[config.mk]
export PLATFORM = sky130hd
export DESIGN_NAME = pfsof_top
export DESIGN_NICKNAME = d
export VERILOG_FILES = /design/src/pfsof_pkg.sv /design/src/pfsof_channel.sv /design/src/pfsof_top.sv
export VERILOG_INCLUDE_DIRS = /design/src
export SDC_FILE = /design/constraint.sdc
export NUM_CORES = 1
export LEC_CHECK = 0
export BUFFER_PORTS_ARGS = -buffer_cell sky130_fd_sc_hd__buf_4
export CORE_UTILIZATION = 51
export CTS_CLUSTER_DIAMETER = 80
export DETAILED_ROUTE_END_ITERATION = 8
export PLACE_DENSITY = 0.88
export SYNTH_ARGS = -nofsm -noshare
export SYNTH_HDL_FRONTEND = slang
export SYNTH_SLANG_ARGS = --single-unit
export TNS_END_PERCENT = 20
[constraint.sdc]
create_clock -name i_clk -period 3.34 [get_ports i_clk]
set_input_delay 0.334 -clock i_clk [delete_from_list [all_inputs] [get_ports i_clk]]
set_output_delay 0.334 -clock i_clk [all_outputs]
set_load 0.01 [all_outputs]
[src/pfsof_params.svh]
// Constants of the probe fault supervisor
`ifndef PFSOF_PARAMS_SVH
`define PFSOF_PARAMS_SVH
`define PFSOF_CODE_W        5
`define PFSOF_NCODES        32
`define PFSOF_C_PROG        5'h01
`define PFSOF_C_PARAM       5'h02
`define PFSOF_C_SUPPLY      5'h05
`define PFSOF_C_RAIL30      5'h06
`define PFSOF_C_RXLOW       5'h07
`define PFSOF_C_RAIL8       5'h08
`define PFSOF_C_RXCUT       5'h09
`define PFSOF_C_RANGE       5'h0D
`define PFSOF_C_HEATER      5'h0E
`define PFSOF_C_SRCTEMP     5'h0F
`define PFSOF_C_SLOPE       5'h10
`define PFSOF_C_RAIL25      5'h11
`define PFSOF_C_RAIL17      5'h12
`define PFSOF_C_SRCCUR      5'h13
`define PFSOF_C_SIGLOW      5'h15
`define PFSOF_C_CUTWARN     5'h17
`define PFSOF_C_RESTART     5'h18
`define PFSOF_C_ADJ         5'h1B
`define PFSOF_C_CALSOON     5'h1D
`define PFSOF_C_CALEXP      5'h1E
`define PFSOF_CRIT_MASK     32'h0000_0006
`define PFSOF_ERR_MASK      32'h000F_E3E0
`define PFSOF_WARN_MASK     32'h01A0_0000
`define PFSOF_STAT_MASK     32'h6800_0000
// Error levels in microamps or millivolts
`define PFSOF_LVL_0_20MA    16'h59D8
`define PFSOF_LVL_4_20MA    16'h07D0
`define PFSOF_LVL_VOLT      16'h0000
`endif

[src/pfsof_pkg.sv]
// Types of the probe fault supervisor
package pfsof_pkg;
   typedef enum logic [1:0] {
      PFSOF_OUT_0_20MA,
      PFSOF_OUT_4_20MA,
      PFSOF_OUT_0_5V,
      PFSOF_OUT_0_10V
   } pfsof_otype_e;
   typedef enum logic [1:0] {
      PFSOF_SEV_NONE,
      PFSOF_SEV_STAT,
      PFSOF_SEV_WARN,
      PFSOF_SEV_ERR
   } pfsof_sev_e;
endpackage

[src/pfsof_channel.sv]
// One analog channel with error-level fallback
`timescale 1ns/1ps
`include "pfsof_params.svh"
module pfsof_channel #(
   parameter int W = 16
) (
   // Clock and reset
   input  wire logic                  i_clk,
   input  wire logic                  i_rstn,
   input  wire logic                  i_ce,
   // Control
   input  wire logic                  i_meas_err,
   input  wire pfsof_pkg::pfsof_otype_e i_otype,
   input  wire logic [W-1:0]          i_value,
   input  wire logic [W-1:0]          i_lo,
   input  wire logic [W-1:0]          i_hi,
   // Output
   output logic [W-1:0]               o_level,
   output logic                       o_fallback
);
   logic [W-1:0] level_ff;
   logic         fb_ff;
   logic [W-1:0] err_level;
   logic         out_of_range;
   logic         nxt_fb;
   logic [W-1:0] nxt_level;

   ////////////////////////////////////////////////////////////////////
   // RULE10: level by type
   assign err_level = (i_otype == pfsof_pkg::PFSOF_OUT_0_20MA) ?
                      W'(`PFSOF_LVL_0_20MA) :
                      (i_otype == pfsof_pkg::PFSOF_OUT_4_20MA) ?
                      W'(`PFSOF_LVL_4_20MA) : W'(`PFSOF_LVL_VOLT);
   // RULE9: outside scaled range
   assign out_of_range = (i_value < i_lo) || (i_value > i_hi);
   // RULE11: recovers when cause gone
   assign nxt_fb    = i_meas_err || out_of_range;
   assign nxt_level = nxt_fb ? err_level : i_value;

   always_ff @(posedge i_clk or negedge i_rstn) begin
      if (!i_rstn) begin
         level_ff <= W'(`PFSOF_LVL_VOLT);
         fb_ff    <= 1'b1;
      end else if (i_ce) begin
         level_ff <= nxt_level;
         fb_ff    <= nxt_fb;
      end
   end

   assign o_level    = level_ff;
   assign o_fallback = fb_ff;

   ////////////////////////////////////////////////////////////////////
   range_fallback_a: assert property ( // RULE9
      @(posedge i_clk) disable iff (!i_rstn)
      i_ce && out_of_range |=> o_fallback && o_level == $past(err_level))
      else $error("out of range value not replaced");
   normal_pass_a: assert property ( // RULE11
      @(posedge i_clk) disable iff (!i_rstn)
      i_ce && !nxt_fb |=> !o_fallback && o_level == $past(i_value))
      else $error("normal value not passed");
   // Reset parks the level at 0 V, so the first edge is skipped
   lvl_4ma_a: assert property ( // RULE10
      @(posedge i_clk) disable iff (!i_rstn)
      o_fallback && i_otype == pfsof_pkg::PFSOF_OUT_4_20MA &&
      $stable(i_otype) && $past(i_ce) && $past(i_rstn)
      |-> o_level == W'(`PFSOF_LVL_4_20MA))
      else $error("wrong 4-20 mA error level");
endmodule

[src/pfsof_top.sv]
// Probe fault and status supervisor with analog fallback
// Function
// RULE1: codes 1,2 flag corrupted stores critical
// RULE2: error class blanks result, forces outputs
// RULE3: codes 5,6,8,17,18 flag rail faults
// RULE4: codes 7,9,14,15,16,19 flag sensing faults
// RULE5: code 13 follows concentration over range
// RULE6: warnings 21,23 keep normal output
// RULE7: watchdog restart sets warning 24
// RULE8: status 27 adjust, 29,30 calibration
// RULE9: far out of range forces error level
// RULE10: error level chosen by output type
// RULE11: normal output returns when cause clears
// RULE12: one independent flag per code
`timescale 1ns/1ps
`include "pfsof_params.svh"
module pfsof_top #(
   parameter int NCH = 2,
   parameter int W   = 16
) (
   // Clock and reset
   input  wire logic                  i_clk,
   input  wire logic                  i_rstn,
   input  wire logic                  i_ce,
   // Critical condition levels
   input  wire logic                  i_prog_crc_bad,
   input  wire logic                  i_param_crc_bad,
   // Error condition levels
   input  wire logic                  i_supply_low,
   input  wire logic                  i_rail30_low,
   input  wire logic                  i_rail8_low,
   input  wire logic                  i_rail25_bad,
   input  wire logic                  i_rail17_bad,
   input  wire logic                  i_rx_low,
   input  wire logic                  i_rx_cut,
   input  wire logic                  i_conc_over,
   input  wire logic                  i_heater_bad,
   input  wire logic                  i_infrared_source_temp_bad,
   input  wire logic                  i_interferometer_receiver_slope_bad,
   input  wire logic                  i_infrared_source_cur_low,
   // Warning and status levels
   input  wire logic                  i_sig_low_warn,
   input  wire logic                  i_cut_warn,
   input  wire logic                  i_wdog_restart,
   input  wire logic                  i_restart_ack,
   input  wire logic                  i_adjust_mode,
   input  wire logic                  i_cal_soon,
   input  wire logic                  i_cal_expired,
   // Measurement
   input  wire logic [W-1:0]          i_meas,
   input  wire logic                  i_meas_vld,
   input  wire pfsof_pkg::pfsof_otype_e i_otype [NCH],
   input  wire logic [W-1:0]          i_ch_value [NCH],
   input  wire logic [W-1:0]          i_ch_lo [NCH],
   input  wire logic [W-1:0]          i_ch_hi [NCH],
   // Status out
   output logic [`PFSOF_NCODES-1:0]   o_active,
   output pfsof_pkg::pfsof_sev_e      o_worst,
   output logic                       o_critical,
   output logic                       o_error,
   // Results out
   output logic [W-1:0]               o_meas,
   output logic                       o_meas_vld,
   output logic [W-1:0]               o_ch_level [NCH],
   output logic                       o_ch_fallback [NCH]
);
   logic [`PFSOF_NCODES-1:0] active_ff;
   logic [`PFSOF_NCODES-1:0] nxt_active;
   logic [`PFSOF_NCODES-1:0] cond;
   logic [W-1:0]             meas_ff;
   logic                     vld_ff;
   logic                     err_any;
   logic                     crit_any;

   function automatic logic [`PFSOF_NCODES-1:0] bit_of(
      input logic [`PFSOF_CODE_W-1:0] code);
      bit_of = `PFSOF_NCODES'(1) << code;
   endfunction

   ////////////////////////////////////////////////////////////////////
   // RULE1: critical store codes
   // RULE3: rail fault codes
   // RULE4: sensing path codes
   // RULE5: range code tracks input
   // RULE6: warning codes
   // RULE8: status codes
   assign cond =
      ({`PFSOF_NCODES{i_prog_crc_bad}}  & bit_of(`PFSOF_C_PROG))    |
      ({`PFSOF_NCODES{i_param_crc_bad}} & bit_of(`PFSOF_C_PARAM))   |
      ({`PFSOF_NCODES{i_supply_low}}    & bit_of(`PFSOF_C_SUPPLY))  |
      ({`PFSOF_NCODES{i_rail30_low}}    & bit_of(`PFSOF_C_RAIL30))  |
      ({`PFSOF_NCODES{i_rx_low}}        & bit_of(`PFSOF_C_RXLOW))   |
      ({`PFSOF_NCODES{i_rail8_low}}     & bit_of(`PFSOF_C_RAIL8))   |
      ({`PFSOF_NCODES{i_rx_cut}}        & bit_of(`PFSOF_C_RXCUT))   |
      ({`PFSOF_NCODES{i_conc_over}}     & bit_of(`PFSOF_C_RANGE))   |
      ({`PFSOF_NCODES{i_heater_bad}}    & bit_of(`PFSOF_C_HEATER))  |
      ({`PFSOF_NCODES{i_infrared_source_temp_bad}}
                                        & bit_of(`PFSOF_C_SRCTEMP)) |
      ({`PFSOF_NCODES{i_interferometer_receiver_slope_bad}}
                                        & bit_of(`PFSOF_C_SLOPE))   |
      ({`PFSOF_NCODES{i_rail25_bad}}    & bit_of(`PFSOF_C_RAIL25))  |
      ({`PFSOF_NCODES{i_rail17_bad}}    & bit_of(`PFSOF_C_RAIL17))  |
      ({`PFSOF_NCODES{i_infrared_source_cur_low}}
                                        & bit_of(`PFSOF_C_SRCCUR))  |
      ({`PFSOF_NCODES{i_sig_low_warn}}  & bit_of(`PFSOF_C_SIGLOW))  |
      ({`PFSOF_NCODES{i_cut_warn}}      & bit_of(`PFSOF_C_CUTWARN)) |
      ({`PFSOF_NCODES{i_adjust_mode}}   & bit_of(`PFSOF_C_ADJ))     |
      ({`PFSOF_NCODES{i_cal_soon}}      & bit_of(`PFSOF_C_CALSOON)) |
      ({`PFSOF_NCODES{i_cal_expired}}   & bit_of(`PFSOF_C_CALEXP));

   // RULE7: sticky restart, set beats ack
   wire restart_keep = active_ff[`PFSOF_C_RESTART] && !i_restart_ack;
   wire restart_nxt  = i_wdog_restart || restart_keep;
   // RULE12: independent flag per code
   assign nxt_active = cond |
      ({`PFSOF_NCODES{restart_nxt}} & bit_of(`PFSOF_C_RESTART));

   // RULE2: any error class code
   assign err_any  = |(active_ff & `PFSOF_ERR_MASK);
   assign crit_any = |(active_ff & `PFSOF_CRIT_MASK);

   always_ff @(posedge i_clk or negedge i_rstn) begin
      if (!i_rstn) begin
         active_ff <= `PFSOF_NCODES'(0);
      end else if (i_ce) begin
         active_ff <= nxt_active;
      end
   end

   ////////////////////////////////////////////////////////////////////
   // RULE2: measurement suppressed on error
   always_ff @(posedge i_clk or negedge i_rstn) begin
      if (!i_rstn) begin
         meas_ff <= W'(0);
         vld_ff  <= 1'b0;
      end else if (i_ce) begin
         meas_ff <= err_any ? W'(0) : i_meas;
         vld_ff  <= i_meas_vld && !err_any;
      end
   end

   assign o_active   = active_ff;
   assign o_critical = crit_any;
   assign o_error    = err_any;
   assign o_meas     = meas_ff;
   assign o_meas_vld = vld_ff;
   assign o_worst    = (crit_any || err_any) ? pfsof_pkg::PFSOF_SEV_ERR :
      |(active_ff & `PFSOF_WARN_MASK) ? pfsof_pkg::PFSOF_SEV_WARN :
      |(active_ff & `PFSOF_STAT_MASK) ? pfsof_pkg::PFSOF_SEV_STAT :
      pfsof_pkg::PFSOF_SEV_NONE;

   ////////////////////////////////////////////////////////////////////
   // RULE2: every channel to error level
   genvar g;
   generate
      for (g = 0; g < NCH; g++) begin : g_ch
         pfsof_channel #(.W(W)) u_ch (
            .i_clk      (i_clk),
            .i_rstn     (i_rstn),
            .i_ce       (i_ce),
            .i_meas_err (err_any),
            .i_otype    (i_otype[g]),
            .i_value    (i_ch_value[g]),
            .i_lo       (i_ch_lo[g]),
            .i_hi       (i_ch_hi[g]),
            .o_level    (o_ch_level[g]),
            .o_fallback (o_ch_fallback[g])
         );
      end
   endgenerate

   ////////////////////////////////////////////////////////////////////
   crit_code_a: assert property ( // RULE1
      @(posedge i_clk) disable iff (!i_rstn)
      i_ce && i_param_crc_bad |=> o_active[2] && o_critical)
      else $error("parameter store code 2 missing");
   crit_worst_a: assert property ( // RULE1
      @(posedge i_clk) disable iff (!i_rstn)
      i_ce && i_prog_crc_bad
      |=> o_active[1] && o_worst == pfsof_pkg::PFSOF_SEV_ERR)
      else $error("program store code 1 missing");
   err_blank_a: assert property ( // RULE2
      @(posedge i_clk) disable iff (!i_rstn)
      i_ce && err_any |=> !o_meas_vld && o_ch_fallback[0])
      else $error("result not suppressed on error");
   meas_zero_a: assert property ( // RULE2
      @(posedge i_clk) disable iff (!i_rstn)
      i_ce && err_any |=> o_meas == W'(0))
      else $error("blanked result not zero");
   rail_code_a: assert property ( // RULE3
      @(posedge i_clk) disable iff (!i_rstn)
      i_ce && i_rail17_bad |=> o_active[18] && o_error)
      else $error("rail code 18 missing");
   sense_code_a: assert property ( // RULE4
      @(posedge i_clk) disable iff (!i_rstn)
      i_ce && i_infrared_source_cur_low |=> o_active[19])
      else $error("source current code 19 missing");
   cut_code_a: assert property ( // RULE4
      @(posedge i_clk) disable iff (!i_rstn)
      i_ce && i_rx_cut |=> o_active[9] && o_error)
      else $error("signal cut code 9 missing");
   range_clear_a: assert property ( // RULE5
      @(posedge i_clk) disable iff (!i_rstn)
      i_ce && !i_conc_over |=> !o_active[13])
      else $error("code 13 not cleared");
   // Flags of the cycle before still blank the result
   warn_only_a: assert property ( // RULE6
      @(posedge i_clk) disable iff (!i_rstn)
      i_ce && nxt_active == bit_of(`PFSOF_C_CUTWARN) && i_meas_vld &&
      !err_any |=> o_active[23] && o_meas_vld && !o_error)
      else $error("warning blocked output");
   restart_hold_a: assert property ( // RULE7
      @(posedge i_clk) disable iff (!i_rstn)
      i_ce && i_wdog_restart ##1 (i_ce && !i_restart_ack)[*2]
      |=> o_active[24])
      else $error("restart warning lost");
   restart_clear_a: assert property ( // RULE7
      @(posedge i_clk) disable iff (!i_rstn)
      i_ce && i_restart_ack && !i_wdog_restart |=> !o_active[24])
      else $error("restart warning not cleared");
   cal_code_a: assert property ( // RULE8
      @(posedge i_clk) disable iff (!i_rstn)
      i_ce && i_cal_expired && i_adjust_mode
      |=> o_active[30] && o_active[27])
      else $error("status code missing");
   multi_flag_a: assert property ( // RULE12
      @(posedge i_clk) disable iff (!i_rstn)
      i_ce |=> o_active == $past(nxt_active))
      else $error("flag set lost");
   c_err: cover property (@(posedge i_clk) disable iff (!i_rstn)
      o_error ##1 !o_error);
   c_multi: cover property (@(posedge i_clk) disable iff (!i_rstn)
      o_error && o_active[21] && o_active[27]);
   c_restart: cover property (@(posedge i_clk) disable iff (!i_rstn)
      i_wdog_restart ##3 i_restart_ack);
   c_range: cover property (@(posedge i_clk) disable iff (!i_rstn)
      o_ch_fallback[1] && !o_error);
   c_warn: cover property (@(posedge i_clk) disable iff (!i_rstn)
      o_active[23] && o_meas_vld);
endmodule

==> impl_metrics.py <==
metrics = {
    "die": {
        "placementRows": 34,
        "chipWidth_um": 97.43,
        "core_sq_um": 8763,
        "dieArea_sq_um": 9493,
        "io_pins": 228,
        "initial_utilization": 0.5300,
        "die_h_um": 97.43,
    },
    "power": {
        "leakage_uw": 0.003470,
        "pwr-share-comb": 0.247,
        "clockPowerShare": 0.323,
        "pwr-share-seq": 0.430,
        "ir_worst_vdd_mv": 0.3395,
        "powerDensity_nw_per_um2": 336.1,
        "internal_power_uw": 1555,
        "p_sw_uw": 623.9,
        "switching_share": 0.2863,
    },
    "placement": {
        "dp.cells": 822,
        "io_buffers": 215,
        "pre_cts_ws_ps": 483.6,
        "gp_congestion": 0.8788,
        "hpwl_mm": 10.58,
    },
    "cells_and_area": {
        "num-nets-final": 928,
        "num_antenna_cells": 0,
        "fin_cells": 838,
        "areaGrowthSynthToFinish_pct": 39.60,
        "drive_gt1_frac": 0.3562,
    },
    "setup_path": {
        "cp_max_fo": 4,
        "startpoint": "i_ch_value[30]",
        "timing.reg2reg.setup_slack_ps": 750,
        "worstSetupPathType": "in -> reg",
        "rr_endpoint": "g_ch[1].u_ch.o_level[14]$_DFFE_PN0P_",
        "crit_required_ps": 3490,
        "reg2reg_depth": 6,
        "r2r-start": "o_active[13]$_DFFE_PN0P_",
        "endpoint": "g_ch[0].u_ch.o_level[6]$_DFFE_PN0P_",
        "cp-end-kind": "flop",
        "crit_arrival_ps": 2760,
        "cp-start-kind": "input port",
    },
    "synth": {
        "synth_adder_area_share": 0.1670,
        "avgSynthCellArea_sq_um": 8.966,
        "synthesis.area_sq_um": 4644,
        "yosys.area_share.xor_xnor": 0,
        "synth_compound_area_frac": 0.1554,
        "synth-seq-cells": 71,
        "synth_top_family_by_area": "adder cells",
        "ys_types": 38,
        "ys_seq_area_frac": 0.3831,
        "synth-simple-area-share": 0.1113,
        "syn_inst": 518,
        "yosys_warnings": 0,
        "synth.area.mux_share": 0.04849,
    },
    "clock_network": {
        "hold_buffers": 0,
        "htree_num_levels": 3,
        "clkLatencyLatePin_ps": 330,
        "path_clk_slew_ps": 80,
        "cts_sinks": 71,
        "cts_made_buffers": 9,
        "post_cts.repair.setup_buffers": 0,
        "cts_resized": 0,
        "cts_root_buf": "clkbuf_8",
        "cts_tree": "yes",
        "clock_path_buffers": 2,
    },
    "grt": {
        "grt_pass1_wl_mm": 21.47,
        "gr-usage-all-layers": 0.2826,
        "antenna_found_initial": 0,
        "grt_pass1_vias": 4536,
        "overflow": 0,
        "grt_max_degree": 72,
    },
    "sta": {
        "worst_pin_slew_ps": 880.1,
        "hold_viol": 0,
        "relSlewSlack": 0.4132,
        "skew_ps": 8.781,
        "layout_min_cycle_time_ps": 2613,
        "setup_violations": 0,
        "max_freq_ghz": 0.3828,
        "setup_slack_ps": 727.4,
        "drv_slew": 0,
        "whs_ps": 112.1,
        "tns_ps": 0,
        "rsz0062_at_grt": "false",
        "fin_crit_sh": 0.7822,
    },
    "min_path": {
        "hold_class": "in -> async",
    },
    "drt": {
        "drt_iter0_markers": 211,
        "ant_nets": 0,
        "dr_total_vias": 4453,
        "routed_wl_mm": 13.19,
        "drc": 0,
        "firstDrtPassIters": 5,
        "routedWlPerCell_um": 15.74,
        "viasPerCell": 5.314,
    },
    "job": {
        "drv_cap": 0,
    },
    "outcome": {
        "outcome": "complete, no violations",
    },
}
metrics by stage:
stage | utilization | cell area, sq um | total power, uW
detailed placement | 0.7166 | 6280 | 1491
global placement | 0.7166 | 6280 | 1471
global route | 0.7399 | 6484 | 2297
floorplan | - | 4686 | 1199
finish | 0.7399 | 6484 | 2179
CTS | 0.7399 | 6484 | 2199
layout make-up:
type	count	area, sq um
Multi-Input combinational cell	311	2285
Clock buffer	10	137.6
Timing Repair Buffer	219	1657
Inverter	113	424.2
Tap cell	108	135.1
Clock inverter	6	66.31
Sequential cell	71	1779
Fill cell	647	2280
per-layer routing:
| metal | GRT usage | wire (um) | share of wire | vias up |
|---|---|---|---|---|
| met5 | 0 | 0 | 0 | - |
| met4 | 0.1052 | 379 | 0.029 | 0 |
| met3 | 0.05971 | 912 | 0.069 | 27 |
| met2 | 0.5008 | 6712 | 0.51 | 204 |
| met1 | 0.3355 | 5186 | 0.39 | 2051 |
| li1 | - | - | - | 2171 |
Yosys cell counts:
cell | instances | area [sq um]
inv_1 | 113 | 424.2
dfrtp_1 | 69 | 1727
nand2_1 | 63 | 236.5
ha_1 | 62 | 775.7
o22ai_1 | 29 | 181.4
a21oi_1 | 23 | 115.1
mux2_2 | 20 | 225.2
o221ai_1 | 20 | 175.2
clkbuf_1 | 15 | 56.30
buf_4 | 14 | 105.1
nand4_1 | 12 | 75.07
nor2_1 | 8 | 30.03
nand3_1 | 7 | 35.03
nor4_1 | 7 | 43.79
nor2b_1 | 6 | 37.54
o21ai_0 | 6 | 30.03
o311ai_0 | 5 | 43.79
a221oi_1 | 4 | 35.03
or3_1 | 4 | 25.02
a21boi_0 | 3 | 22.52
nor3_1 | 3 | 15.01
a311o_1 | 2 | 20.02
a31o_2 | 2 | 17.52
buf_2 | 2 | 10.01
buf_6 | 2 | 22.52
dfstp_2 | 2 | 52.55
nand2b_1 | 2 | 12.51
o211ai_1 | 2 | 15.01
o21a_1 | 2 | 15.01
a2111oi_0 | 1 | 8.760
a21o_1 | 1 | 7.510
a22o_1 | 1 | 8.760
buf_1 | 1 | 3.750
conb_1 | 1 | 3.750
o311a_1 | 1 | 10.01
o31a_1 | 1 | 8.760
o31ai_1 | 1 | 7.510
or2_2 | 1 | 6.260
worst min-delay path by stage:
| stage | from | end | slack (ps) | cells after the start |
|---|---|---|---|---|
| floorplan | i_rstn | g_ch[0].u_ch.o_level[0]$_DFFE_PN0P_ | 40 | 0 |
| global placement | g_ch[1].u_ch.o_fallback$_DFFE_PN1P_ | g_ch[1].u_ch.o_fallback$_DFFE_PN1P_ | 480 | 2 |
| detailed placement | g_ch[1].u_ch.o_fallback$_DFFE_PN1P_ | g_ch[1].u_ch.o_fallback$_DFFE_PN1P_ | 490 | 2 |
| CTS | i_rstn | o_meas[0]$_DFFE_PN0P_ | 140 | 1 |
| global route | i_rstn | o_meas[0]$_DFFE_PN0P_ | 180 | 1 |
| finish | i_rstn | o_meas[0]$_DFFE_PN0P_ | 110 | 1 |
critical path: stages:
cell      delay, ps
buf_4           120
ha_1            320
nand4_1         170
nor4_1          400
o221ai_1        180
a31o_2          240
o311ai_0        720
o221ai_1        270
registers in the layout, indices dropped and copies added (netlist names):
| register | count |
|---|---|
| g_ch.u_ch.o_level | 32 |
| o_meas | 16 |
| g_ch.u_ch.o_fallback | 2 |
| o_active | 20 |
| o_meas_vld | 1 |
power by group through the flow:
| stage | Combinational (uW) | Clock (uW) | Sequential (uW) |
|---|---|---|---|
| floorplan | 230 | 0 | 969 |
| global placement | 519 | 0 | 952 |
| detailed placement | 537 | 0 | 954 |
| CTS | 540 | 721 | 938 |
| global route | 598 | 756 | 943 |
| finish | 538 | 704 | 938 |
layout by cell type (no fill, tap or decap), types with 3 or more instances in the layout:
master	instances
buf_4	218
inv_1	113
dfrtp_1	69
nand2_1	63
ha_1	62
o22ai_1	29
a21oi_1	23
mux2_2	20
o221ai_1	20
nand4_1	12
conb_1	12
clkbuf_8	10
nor2_1	8
nor4_1	7
nand3_1	7
o21ai_0	6
nor2b_1	6
o311ai_0	5
or3_1	4
a221oi_1	4
nor3_1	3
a21boi_0	3
kinds of logic after synthesis:
family | Yosys count
DFF | 71
AOI/OAI and AO/OA | 104
other | 1
adders and majority gates | 62
muxes | 20
and+or+nand+nor | 113
buffers and inverters | 147
Note: power is estimated with default switching activity, not from simulation.
